## config.mk

```make
export PLATFORM = sky130hd
export DESIGN_NAME = ext_access
export DESIGN_NICKNAME = d
export VERILOG_FILES = /design/src/hdl/ext_access_pkg.sv /design/src/hdl/ext_access.sv /design/src/hdl/wait_count_calc.sv
export SDC_FILE = /design/constraint.sdc
export NUM_CORES = 1
export LEC_CHECK = 0
export ABC_AREA = 0
export CORE_AREA = 2 2 108 110
export DETAILED_ROUTE_END_ITERATION = 8
export DIE_AREA = 0 0 110 112
export DONT_BUFFER_PORTS = 1
export PLACE_DENSITY = 0.52
export SLEW_MARGIN = 20
export SYNTH_ARGS = -nofsm -noshare
export SYNTH_HDL_FRONTEND = slang
export SYNTH_SLANG_ARGS = --single-unit
export TNS_END_PERCENT = 5
```

## constraint.sdc

```tcl
create_clock -name i_clk -period 2.4 [get_ports i_clk]
set_input_delay 0.48 -clock i_clk [delete_from_list [all_inputs] [get_ports i_clk]]
set_output_delay 0.48 -clock i_clk [all_outputs]
set_load 0.02 [all_outputs]
```

## src/hdl/ext_access_pkg.sv

```systemverilog
// constants and carrier types for the external access block
// assumes a single instruction clock drives every user of this package
package ext_access_pkg;
    localparam int ADDR_W = 14;
    localparam int DATA_W = 16;
    localparam int WAIT_W = 3;
    localparam int CNT_W = 4;
    localparam int IO_ADDR_W = 11;
    localparam int IO_REGION_HI = 10;
    localparam int IO_REGION_LO = 9;
    localparam int OVL_LOW_W = 13;
    localparam int OVL_BIT = 13;
    localparam logic [13:0] DM_WINDOW_BASE = 14'h2000;
    localparam logic [1:0] OVL_INTERNAL = 2'h0;
    localparam logic [1:0] OVL_REGION1 = 2'h1;
    localparam logic [1:0] OVL_REGION2 = 2'h2;
    localparam logic [2:0] WAIT_RST = 3'h7;
    localparam logic MODE_RST = 1'h0;
    localparam logic [1:0] OVL_RST = 2'h0;

    typedef enum logic [1:0] {
        SPACE_PM,
        SPACE_DM,
        SPACE_IO
    } space_t;

    typedef struct packed {
        logic [2:0] program_memory_wait_count;
        logic [2:0] data_memory_wait_count;
        logic [3:0][2:0] io_region_wait_counts;
        logic wait_mode_2n1;
        logic [1:0] data_overlay_select;
    } wait_cfg_t;

    typedef struct packed {
        space_t space;
        logic write;
        logic [13:0] addr;
        logic [15:0] wdata;
    } req_t;

    typedef struct packed {
        logic [13:0] addr;
        logic [15:0] wdata;
        logic pm_sel_b;
        logic dm_sel_b;
        logic io_sel_b;
        logic rd_b;
        logic wr_b;
        logic data_oe;
    } ext_bus_t;
endpackage

```

## src/hdl/ext_access.sv

```systemverilog
// external access sequencer: overlay mapping, wait states, i/o space
// assumes the core holds i_req until o_done and config changes only when idle
`timescale 1ns/1ps
module ext_access (
    input wire logic i_clk,
    input wire logic i_rst_b,
    input wire logic i_cfg_we,
    input wire ext_access_pkg::wait_cfg_t i_cfg,
    input wire logic i_req,
    input wire ext_access_pkg::req_t i_req_info,
    input wire logic [15:0] i_ext_rdata,
    output ext_access_pkg::wait_cfg_t o_cfg,
    output ext_access_pkg::ext_bus_t o_bus,
    output logic o_internal,
    output logic o_done,
    output logic [15:0] o_rdata,
    output logic o_busy
);
    typedef enum logic [2:0] {
        ST_IDLE,
        ST_WAIT,
        ST_LAST,
        ST_SYNC1,
        ST_SYNC2
    } state_t;

    state_t state_r;
    ext_access_pkg::wait_cfg_t cfg_r;
    logic [3:0] cnt_r;
    logic [3:0] waits;
    logic [2:0] sel_count;
    logic [15:0] rdata_s1_r;
    logic [15:0] rdata_s2_r;
    logic start;
    logic dm_window;
    logic to_internal;
    logic finish;

    // region decode used by wait selection
    function automatic logic [1:0] io_region(input logic [13:0] a);
        return a[ext_access_pkg::IO_REGION_HI:ext_access_pkg::IO_REGION_LO];
    endfunction

    assign dm_window = i_req_info.addr >= ext_access_pkg::DM_WINDOW_BASE;
    assign to_internal = (i_req_info.space == ext_access_pkg::SPACE_DM) && (!dm_window
        || cfg_r.data_overlay_select == ext_access_pkg::OVL_INTERNAL);
    assign start = i_req && state_r == ST_IDLE && !o_done;
    // reads finish two cycles late: the last strobed pin word must clear the synchroniser
    assign finish = (state_r == ST_LAST && o_bus.rd_b) || state_r == ST_SYNC2;

    always_comb begin
        unique case (i_req_info.space)
            ext_access_pkg::SPACE_PM: sel_count = cfg_r.program_memory_wait_count;
            ext_access_pkg::SPACE_DM: sel_count = cfg_r.data_memory_wait_count;
            default: sel_count =
                cfg_r.io_region_wait_counts[io_region(i_req_info.addr)];
        endcase
    end

    wait_count_calc u_calc (
        .i_count(sel_count),
        .i_mode_2n1(cfg_r.wait_mode_2n1),
        .o_waits(waits)
    );

    // config register; defaults give seven waits on every space, the slowest normal-mode timing, before software runs
    always_ff @(posedge i_clk or negedge i_rst_b) begin
        if (!i_rst_b) begin
            cfg_r.program_memory_wait_count <= ext_access_pkg::WAIT_RST;
            cfg_r.data_memory_wait_count <= ext_access_pkg::WAIT_RST;
            cfg_r.io_region_wait_counts <= {4{ext_access_pkg::WAIT_RST}};
            cfg_r.wait_mode_2n1 <= ext_access_pkg::MODE_RST;
            cfg_r.data_overlay_select <= ext_access_pkg::OVL_RST;
        end else if (i_cfg_we && state_r == ST_IDLE) begin
            cfg_r <= i_cfg;
        end
    end
    assign o_cfg = cfg_r;

    // sequencer
    always_ff @(posedge i_clk or negedge i_rst_b) begin
        if (!i_rst_b) begin
            state_r <= ST_IDLE;
            cnt_r <= 4'h0;
        end else begin
            unique case (state_r)
                ST_IDLE: begin
                    if (start && !to_internal) begin
                        cnt_r <= waits;
                        state_r <= (waits == 4'h0) ? ST_LAST : ST_WAIT;
                    end
                end
                ST_WAIT: begin
                    cnt_r <= cnt_r - 4'h1;
                    if (cnt_r == 4'h1) begin
                        state_r <= ST_LAST;
                    end
                end
                ST_LAST: begin
                    state_r <= o_bus.rd_b ? ST_IDLE : ST_SYNC1;
                end
                ST_SYNC1: state_r <= ST_SYNC2;
                ST_SYNC2: state_r <= ST_IDLE;
            endcase
        end
    end

    // external bus; held steady from request through the last wait
    always_ff @(posedge i_clk or negedge i_rst_b) begin
        if (!i_rst_b) begin
            o_bus <= '{addr: 14'h0000, wdata: 16'h0000, pm_sel_b: 1'b1, dm_sel_b: 1'b1,
                       io_sel_b: 1'b1, rd_b: 1'b1, wr_b: 1'b1, data_oe: 1'b0};
        end else if (state_r == ST_IDLE && start && !to_internal) begin
            o_bus.wdata <= i_req_info.wdata;
            o_bus.rd_b <= i_req_info.write;
            o_bus.wr_b <= !i_req_info.write;
            o_bus.data_oe <= i_req_info.write;
            o_bus.pm_sel_b <= i_req_info.space != ext_access_pkg::SPACE_PM;
            o_bus.dm_sel_b <= i_req_info.space != ext_access_pkg::SPACE_DM;
            o_bus.io_sel_b <= i_req_info.space != ext_access_pkg::SPACE_IO;
            if (i_req_info.space == ext_access_pkg::SPACE_IO) begin
                // upper lines left at zero: software must not read meaning there
                o_bus.addr <= {3'h0,
                    i_req_info.addr[ext_access_pkg::IO_ADDR_W-1:0]};
            end else if (i_req_info.space == ext_access_pkg::SPACE_DM) begin
                o_bus.addr <= {cfg_r.data_overlay_select == ext_access_pkg::OVL_REGION2,
                    i_req_info.addr[ext_access_pkg::OVL_LOW_W-1:0]};
            end else begin
                o_bus.addr <= i_req_info.addr;
            end
        end else if (state_r == ST_LAST) begin
            o_bus.pm_sel_b <= 1'b1;
            o_bus.dm_sel_b <= 1'b1;
            o_bus.io_sel_b <= 1'b1;
            o_bus.rd_b <= 1'b1;
            o_bus.wr_b <= 1'b1;
            o_bus.data_oe <= 1'b0;
        end
    end

    // read data is a pin: two stages before use; sampled at end of strobe
    always_ff @(posedge i_clk or negedge i_rst_b) begin
        if (!i_rst_b) begin
            rdata_s1_r <= 16'h0000;
            rdata_s2_r <= 16'h0000;
        end else begin
            rdata_s1_r <= i_ext_rdata;
            rdata_s2_r <= rdata_s1_r;
        end
    end

    always_ff @(posedge i_clk or negedge i_rst_b) begin
        if (!i_rst_b) begin
            o_done <= 1'b0;
            o_internal <= 1'b0;
            o_rdata <= 16'h0000;
            o_busy <= 1'b0;
        end else begin
            o_done <= (start && to_internal) || finish;
            o_internal <= start && to_internal;
            o_busy <= (start && !to_internal) || (state_r != ST_IDLE && !finish);
            // second stage now holds the pin word of the last strobed cycle
            if (state_r == ST_SYNC2) begin
                o_rdata <= rdata_s2_r;
            end
        end
    end
endmodule

```

## src/hdl/wait_count_calc.sv

```systemverilog
// converts a three-bit wait count into inserted wait states
// assumes the mode bit is stable while an access is running
`timescale 1ns/1ps
module wait_count_calc (
    input wire logic [2:0] i_count,
    input wire logic i_mode_2n1,
    output logic [3:0] o_waits
);
    always_comb begin
        if (i_mode_2n1) begin
            o_waits = {i_count, 1'b1};
        end else begin
            o_waits = {1'b0, i_count};
        end
    end
endmodule

```

After elaboration in Yosys (flattened, before gate mapping). Index checks and enable logic that the tools add are counted.

Register bits: 115. Word-level logic and storage cells: 83. Output and inout bits: 76. Bits of input ports: 74.

Order comparisons: 2. Mux-type cells: 15. Add/subtract/negate cells: 1. Reduce and logical (&&, ||, !) cells: 29. Equal/unequal tests: 12.

Operator list (number): $mux W14 (2); $pmux W3 S5 (1); $ge A14 B14 Y1 const B (1); $mux W6 (2); $logic_and A1 B1 Y1 (10); $mux W3 (3); $mux W4 (2); $pmux W4 S2 (1); $bmux W3 S2 (1); $eq A3 B2 Y1 const B (2); $pmux W3 S2 (1); $reduce_bool A2 Y1 (3); $logic_not A1 Y1 (5); $eq A2 B2 Y1 const B (2); $eq A4 B1 Y1 const B (1); $logic_not A2 Y1 (2); $logic_not A4 Y1 (1); $logic_or A1 B1 Y1 (4); $mux W2 (2); $ne A2 B1 Y1 const B (2); $ne A2 B2 Y1 const B (2); $reduce_and A2 Y1 (2); $sub A4 B1 Y4 const B (1); $eq A3 B1 Y1 const B (1); other kinds (5) (5).

Longest topological paths before layout. Gate-level depths: netlist of the first run.

Word-level depth: 8. Mapped depth: 6. Mapped depth without buffers: 6.

Modules after synthesis. A second synthesis of the first run with hierarchy kept.

Cells, all modules: 285. Area, all modules: 4354.2 um^2.

Modules (own cells, without submodules): ext_access (cells an instance 281, sequential area each 2906.5 um^2, area each 4317.9 um^2, instances 1); wait_count_calc (cells an instance 4, sequential area each 0.0 um^2, area each 36.3 um^2, instances 1).

Least setup slack after synthesis of the first run. Ideal clock, no wire load.

Kind: register to register. Start: register o_done. End: register o_bus[14] in the netlist's numbering. Data required time: 2.275 ns. Stages on the path, launching flop included: 5. Setup time: 0.125 ns. Buffers on the path: 1. Clock period less this slack: 2.082 ns. Path slack: 0.318 ns. Arrival time: 1.957 ns. Cell sequence: dfrtp_1 -> or4b_4 -> a211oi_4 -> buf_6 -> mux2_2.

Longest elaborated chain between the ends: 4.

Ends and longest elaborated chain: start, declared (RTL line ext_access.sv:15) `output logic o_done,`; start signal, assigned (RTL line ext_access.sv:159) `o_done <= (start && to_internal) || finish;`; $logic_not A1 Y1 (RTL line ext_access.sv:47) `assign start = i_req && state_r == ST_IDLE && !o_done;`; $logic_and A1 B1 Y1 (RTL line ext_access.sv:47); $logic_and A1 B1 Y1 (2 in a row) (RTL line ext_access.sv:113) `end else if (state_r == ST_IDLE && start && !to_internal) begin`; end signal, assigned (RTL line ext_access.sv:111) `o_bus <= '{addr: 14'h0000, wdata: 16'h0000, pm_sel_b: 1'b1, dm_sel_b: 1'b1,`; end, declared (RTL line ext_access.sv:13) `output ext_access_pkg::ext_bus_t o_bus,`.

Every way passes these cells. A chain may end at the register's enable or synchronous reset.

Final worst setup path of the first run.
Start: register o_done. End: register o_bus[29] in the netlist's numbering.

The elaborated chain is that of the path after synthesis.

==> results of run 1 <==
placed cells by master, fill, tap and decap left out, types with 8 or more instances in the layout:
master,instances
nand2_1,16
mux2_2,66
dfstp_2,23
buf_4,12
dfrtp_1,92
o21ai_0,10
clkbuf_16,17
inv_1,8
final timing paths:
check | start | end | slack (ns) | cells after the start
max | o_done | o_bus[29] | 0.29 | 4
min | i_rst_b | rdata_s2_r[6] | -0.23 | 0
max reg2reg | o_done | o_bus[29] | 0.29 | 4
min reg2reg | rdata_s1_r[12] | rdata_s2_r[12] | 0.34 | 0
max in group asynchronous | i_rst_b | o_cfg[19] | 2.42 | 0
min in group i_clk | i_ext_rdata[8] | rdata_s1_r[8] | 0.09 | 0
sequential cells by signal (all words and copies together), names as in the netlist:
register	flops
rdata_s1_r	16
state_r	3
rdata_s2_r	16
o_busy	1
cnt_r	4
o_internal	1
o_cfg	21
o_rdata	16
o_done	1
o_bus	36
per-stage QoR:
stage               hold slack, ns  power, W  setup WS [ns]  instances
floorplan                    0.184   0.00548          0.318        294
global placement             0.187   0.00590          0.282        435
detailed placement           0.187   0.00596          0.266        435
CTS                         -0.257   0.00854          0.281        467
global route                -0.269   0.00892          0.230        467
finish                      -0.234   0.00842          0.293        467
final cells by class:
type | instances | area [sq um]
clock buffers | 18 | 429
clock inverters | 14 | 176
fillers | 997 | 5980
inverters | 8 | 30.0
multi-input cells | 157 | 1390
flip-flops and latches | 115 | 2910
well taps | 143 | 179
repair buffers | 12 | 90.1
power groups by stage:
stage	clock (W)	sequential (W)	combinational (W)
detailed placement	0	0.00426	0.00170
CTS	0.00261	0.00423	0.00170
finish	0.00254	0.00420	0.00168
global placement	0	0.00424	0.00166
global route	0.00273	0.00432	0.00186
floorplan	0	0.00402	0.00146
metal layers:
layer | routed length [um] | GRT usage (%) | up-vias
met5 | 0 | 0 | -
met4 | 199 | 8.10 | 0
li1 | - | - | 1079
met1 | 3440 | 17.6 | 1214
met2 | 3920 | 20.4 | 101
met3 | 946 | 8.67 | 17
kinds of logic (layout without fill, tap and decap cells):
family / after synthesis / in the layout / synth area share, %
flops: 115 / 115 / 66.2
mux: 71 / 71 / 18.6
simple gates: 47 / 47 / 5.81
compound gates: 36 / 36 / 6.21
buf+inv: 22 / 52 / 2.39
fa+ha+maj: 2 / 2 / 0.570
xor+xnor: 1 / 1 / 0.199
==> metrics.md, run 1 <==
| Metric | Value |
|---|---|
| Status | finished, violations left |
| RePlAce Congestion | 0.767 |
| DRT Pass-1 Iters | 4 |
| Synthesized area | 4390 sq um |
| Number of buffers created by CTS | 17 |
| Setup bufs post-CTS | 0 |
| Synth Warn # | 0 |
| Area leader, netlist | dfrtp_1 |
| Commonest cells post-synth | dfrtp_1, mux2_2, dfstp_2 |
| First-pass GRT wire length | 13.2 mm |
| F_max | approximately 0.47 GHz |
| Number of remaining DRC errors | 0 |
| H-tree levels | 4 |
| Crit path max fanout | 13 |
| DP Wirelength | approximately 5.9 mm |
| Critical Path Sink Type | register |
| Io pins | 150 |
| Internal power | 0.00545 W |
| Pin count of the biggest net entering global routing | 116 |
| Combinational power share | 19.9% |
| CTS root buffer | clkbuf_16 |
| Design area | 5200 sq um |
| Vias per cell | 5.16 |
| Switching Power | slightly below 0.003 W |
| Routed via count | approximately 2.4k |
| Die width | 110 um |
| FFs w/ async S/R, synth | 100% |
| Post-synthesis net count | 370 |
| Netlist cell types | 42 |
| Rel. slew slack | 58.6% |
| Antenna viol nets, final | 0 |
| Switching Share | between 30% and 40% |
| CTS tree | built |
| Final nets | 387 |
| Area after DPL | 4590 sq um |
| Mean post-synth cell area | 14.9 sq um |
| Vias in the first global route | 2492 |
| Post-synthesis instance total | 294 |
| RSZ-0062 raised after global routing | no |
| Total global routing overflow | 0 |
| Clock Latency Late Sink | 0.41 ns |
| P per Cell Area | 1620 nW/um^2 |
| #FFs+latches synth | between 100 and 150 |
| # setup viols final | 0 |
| Crit path cell chain | or4b_4 -> a211o_1 -> buf_4 -> mux2_2 |
| Die area | 12300 sq um |
| Hold Violations, Final | about 120 |
| Actual slew at the worst max-slew pin | 0.605 ns |
| Ant. Diodes | 0 |
| Top cells by area, synth | dfrtp_1, mux2_2, dfstp_2 |
| Post-synth EDFFs | 0 |
| Gr usage total | 14.7% |
| Required time of the critical path | between 2 and 3 ns |
| Power share of the sequential group | between 40 and 50% |
| Final max-slew violation count | 0 |
| Max-Cap Viols | 0 |
| Failing checks | hold timing |
| Leak pwr | 2.17 nW |
| Initial antenna violation count | 0 |
| Die Ht | ~110 um |
| # port buffers | 0 |
| Clock power frac | 30.2% |
| CTS sink count | 115 |
| Routed wire length | 8.51 mm |
| CTS max path bufs | 2 |
| Slowest-stage cell, CP | or4b_4 |
| Critical path arrival | 2.39 ns |
| Top cell type's share of synthesized area | 52.4% |
| Register area share after synthesis | 66.2% |
| Clock Skew | between 0.006 and 0.007 ns |
| Final Util | 46.5% |
| Fin crit share | 87.8% |
| Hold WC Path Type | input port to asynchronous set/reset pin |
| Startpoint Class | register |
| Crit path largest cell delay | 0.58 ns |
| Most common cell in the synthesized netlist | dfrtp_1 |
| Placement row count | 39 |
| First DRT Iteration DRCs | 167 |
| Syn-to-layout area delta | 18.3% |
| Cts repair resizes | 0 |
| Crit Path Category | register to register |
| Peak VDD IR | 0.771 mV |
| Initial Utilization | 39.3% |
| Tmin final | 2.11 ns |
| Share of layout cells above drive strength 1 | 43.2% |
| Min Hold Slack | -0.234 ns |
| Wirelength per Cell | 18.2 um |
| Core area | 11200 sq um |
| Fin Setup TNS | 0 ns |
| Critical path buffers and inverters | 1 |
| Primary FF master, synth | dfrtp_1 |
| Clk slew on worst S/H paths | 0.06 ns |
| Crit path max-delay family | simple AND/OR/NAND/NOR gates |
(Power assumes the default switching activity.)
==> run 2: changes to the inputs <==
--- a/config.mk
+++ b/config.mk
@@ -10,7 +10,7 @@
 export DETAILED_ROUTE_END_ITERATION = 8
 export DIE_AREA = 0 0 110 112
 export DONT_BUFFER_PORTS = 1
-export PLACE_DENSITY = 0.52
+export PLACE_DENSITY = 0.54
 export SLEW_MARGIN = 20
 export SYNTH_ARGS = -nofsm -noshare
 export SYNTH_HDL_FRONTEND = slang
==> constraint.sdc (replaced) <==
create_clock -name i_clk -period 1.9 [get_ports i_clk]
set_input_delay 0.38 -clock i_clk [delete_from_list [all_inputs] [get_ports i_clk]]
set_output_delay 0.38 -clock i_clk [all_outputs]
set_load 0.02 [all_outputs]
==> metrics.md, run 2 (synthesis gave the netlist of run 1 again) <==
| Metric | Value |
|---|---|
| DRT Pass-1 Iters | 4 (unchanged) |
| Number of buffers created by CTS | 17 (unchanged) |
| Actual slew at the worst max-slew pin | 0.486 ns (was 0.605 ns) |
| Reg-to-reg endpoint | o_bus[21] (was o_bus[29]) |
| Fin Setup TNS | 0 ns (unchanged) |
| Hold WC Path Type | input port to asynchronous set/reset pin (unchanged) |
| Initial antenna violation count | 0 (unchanged) |
| Total global routing overflow | 0 (unchanged) |
| GRT Max-Usage Layer | met2 (unchanged) |
| H-tree levels | 4 (unchanged) |
| Startpoint Class | register (unchanged) |
| Rel. slew slack | 67.5% (was 58.6%) |
| Core area | 11200 sq um (unchanged) |
| Placement row count | 39 (unchanged) |
| Most common cell after layout, fill and taps aside | dfrtp_1 (unchanged) |
| CTS sink count | 115 (unchanged) |
| DP Wirelength | 6.08 mm (was 5.87 mm) |
| Antenna viol nets, final | 0 (unchanged) |
| Final nets | 415 (was 387) |
| Die area | 12300 sq um (unchanged) |
| Tmin final | 1.88 ns (was 2.11 ns) |
| Initial Utilization | 39.3% (unchanged) |
| Clk slew on worst S/H paths | 0.05 ns (was 0.06 ns) |
| Clock Skew | 0.00559 ns (was 0.00678 ns) |
| Worst slack, placed | -0.0153 ns (was 0.266 ns) |
| Hold Violations, Final | 115 (unchanged) |
| GR Util met3 | 6.91% (was 8.67%) |
| Fin crit share | 98.7% (was 87.8%) |
| Failing checks | hold timing (unchanged) |
| Die Ht | 112 um (unchanged) |
| Pin count of the biggest net entering global routing | 116 (unchanged) |
| # setup viols final | 0 (unchanged) |
| First-pass GRT wire length | 14.2 mm (was 13.2 mm) |
| Max FFs per register | 36 (unchanged) |
| Max-Cap Viols | 0 (unchanged) |
| Wirelength per Cell | 18.4 um (was 18.2 um) |
| Worst Setup Slack, final | 0.0243 ns (was 0.293 ns) |
| Commonest non-fill, non-tap cells in the layout | dfrtp_1, mux2_2, dfstp_2 (unchanged) |
| Syn-to-layout area delta | 24.9% (was 18.3%) |
| Final max-slew violation count | 0 (unchanged) |
| P per Cell Area | 1970 nW/um^2 (was 1620 nW/um^2) |
| CTS tree | built (unchanged) |
| Clock Latency Late Sink | 0.40 ns (was 0.41 ns) |
| RSZ-0062 raised after global routing | yes (was no) |
| First DRT Iteration DRCs | 53 (was 167) |
| Io pins | 150 (unchanged) |
| Critical path arrival | 2.16 ns (was 2.39 ns) |
| Worst R2R Setup Slack | 0.02 ns (was 0.29 ns) |
| Peak VDD IR | 0.921 mV (was 0.771 mV) |
| # port buffers | 0 (unchanged) |
| Ant. Diodes | 0 (unchanged) |
| Routed wire length | 9.09 mm (was 8.51 mm) |
| Leak pwr | 2.33 nW (was 2.17 nW) |
| Status | finished, violations left (unchanged) |
| Largest register by flop count | o_bus (unchanged) |
| Cts hold-fix bufs | 16 |
| GR Util met1 | 18.6% (was 17.6%) |
| R2R Path Start | o_done (unchanged) |
| RePlAce Congestion | 0.754 (was 0.767) |
| Vias per cell | 5.02 (was 5.16) |
| Required time of the critical path | 2.18 ns (was 2.69 ns) |
| F_max | 0.533 GHz (was 0.475 GHz) |
| Routed via count | 2475 (was 2411) |
| CTS max path bufs | 2 (unchanged) |
| Setup bufs post-CTS | 0 (unchanged) |
| Share of layout cells above drive strength 1 | 43.1% (was 43.2%) |
| Reg2Reg Depth | 4 (unchanged) |
| CTS root buffer | clkbuf_16 (unchanged) |
| Crit Path Category | register to register (unchanged) |
| Met2 Usage GRT | 23.9% (was 20.4%) |
| Die width | 110 um (unchanged) |
| Min Hold Slack | -0.332 ns (was -0.234 ns) |
| Crit path max fanout | 16 (was 13) |
| Vias in the first global route | 2722 (was 2492) |
| Gr usage total | 15.8% (was 14.7%) |
| Critical Path Sink Type | register (unchanged) |
| Number of remaining DRC errors | 0 (unchanged) |
-- run 2: cell count changes in the layout (fill, tap and decap cells not counted), sizes merged --
| cell | before | now |
|---|---|---|
| clkinvlp | 5 | 3 |
| bufinv | 3 | 2 |
| dlygate4sd3 | 0 | 16 |
| clkinv | 3 | 5 |
| inv | 11 | 8 |
| clkbuf | 18 | 20 |
| buf | 12 | 24 |
-- run 2: layout make-up --
class	count	area, sq um
Inverter	8	30.0
Sequential cell	115	2910
Timing Repair Buffer	40	385
Clock buffer	20	447
Fill cell	960	5690
Multi-Input combinational cell	157	1430
Clock inverter	10	111
Tap cell	143	179
-- run 2: worst max-delay path by stage --
stage | startpoint | to | slack, ns | cells past startpoint
2_1_floorplan | o_done | o_bus[14] | -0.11 | 4
3_3_place_gp | i_req_info[25] | state_r[0] | -0.05 | 5
3_5_place_dp | o_done | o_bus[26] | -0.02 | 4
4_1_cts | o_done | o_bus[8] | -0.01 | 4
5_1_grt | o_done | cnt_r[3] | -0.02 | 5
6_report | o_done | o_bus[21] | 0.02 | 4
-- run 2: critical path: stages, from the launching register on --
cell and delay [ns]:
dfrtp_2 0.40, or4b_4 0.57, a211oi_4 0.22, buf_6 0.24, mux2_4 0.32
-- run 2: repair_timing --
item,CTS,global route
pin swaps,0,1
hold endpoints to repair,131,115
setup endpoints to repair,19,17
resized for setup,2,2
-- run 2: power breakdown --
part	leakage [nW]	internal (W)	switching, W
combinational	0.730	0.00154	0.00120
clock	0.268	0.00193	0.00105
sequential	1.33	0.00357	0.00152
-- run 2: per-layer routing --
metal  share of wire [%]  vias to the layer above
li1                    -                     1126
met1                  41                     1240
met2                  49                       96
met3                 8.2                       13
met4                 2.1                        0
met5                   0                        -
-- run 2: per-stage QoR --
stage                     hold WS (ns)  area (sq um)  util, %  power [W]  std cells
after floorplan                 0.0844          4420        -    0.00699        294
after global placement          0.0863          4750     42.5    0.00775        447
after detailed placement        0.0858          4750     42.5    0.00787        447
after CTS                       -0.357          5480     49.1     0.0110        493
after global routing            -0.358          5490     49.1     0.0114        493
final                           -0.332          5490     49.1     0.0108        493
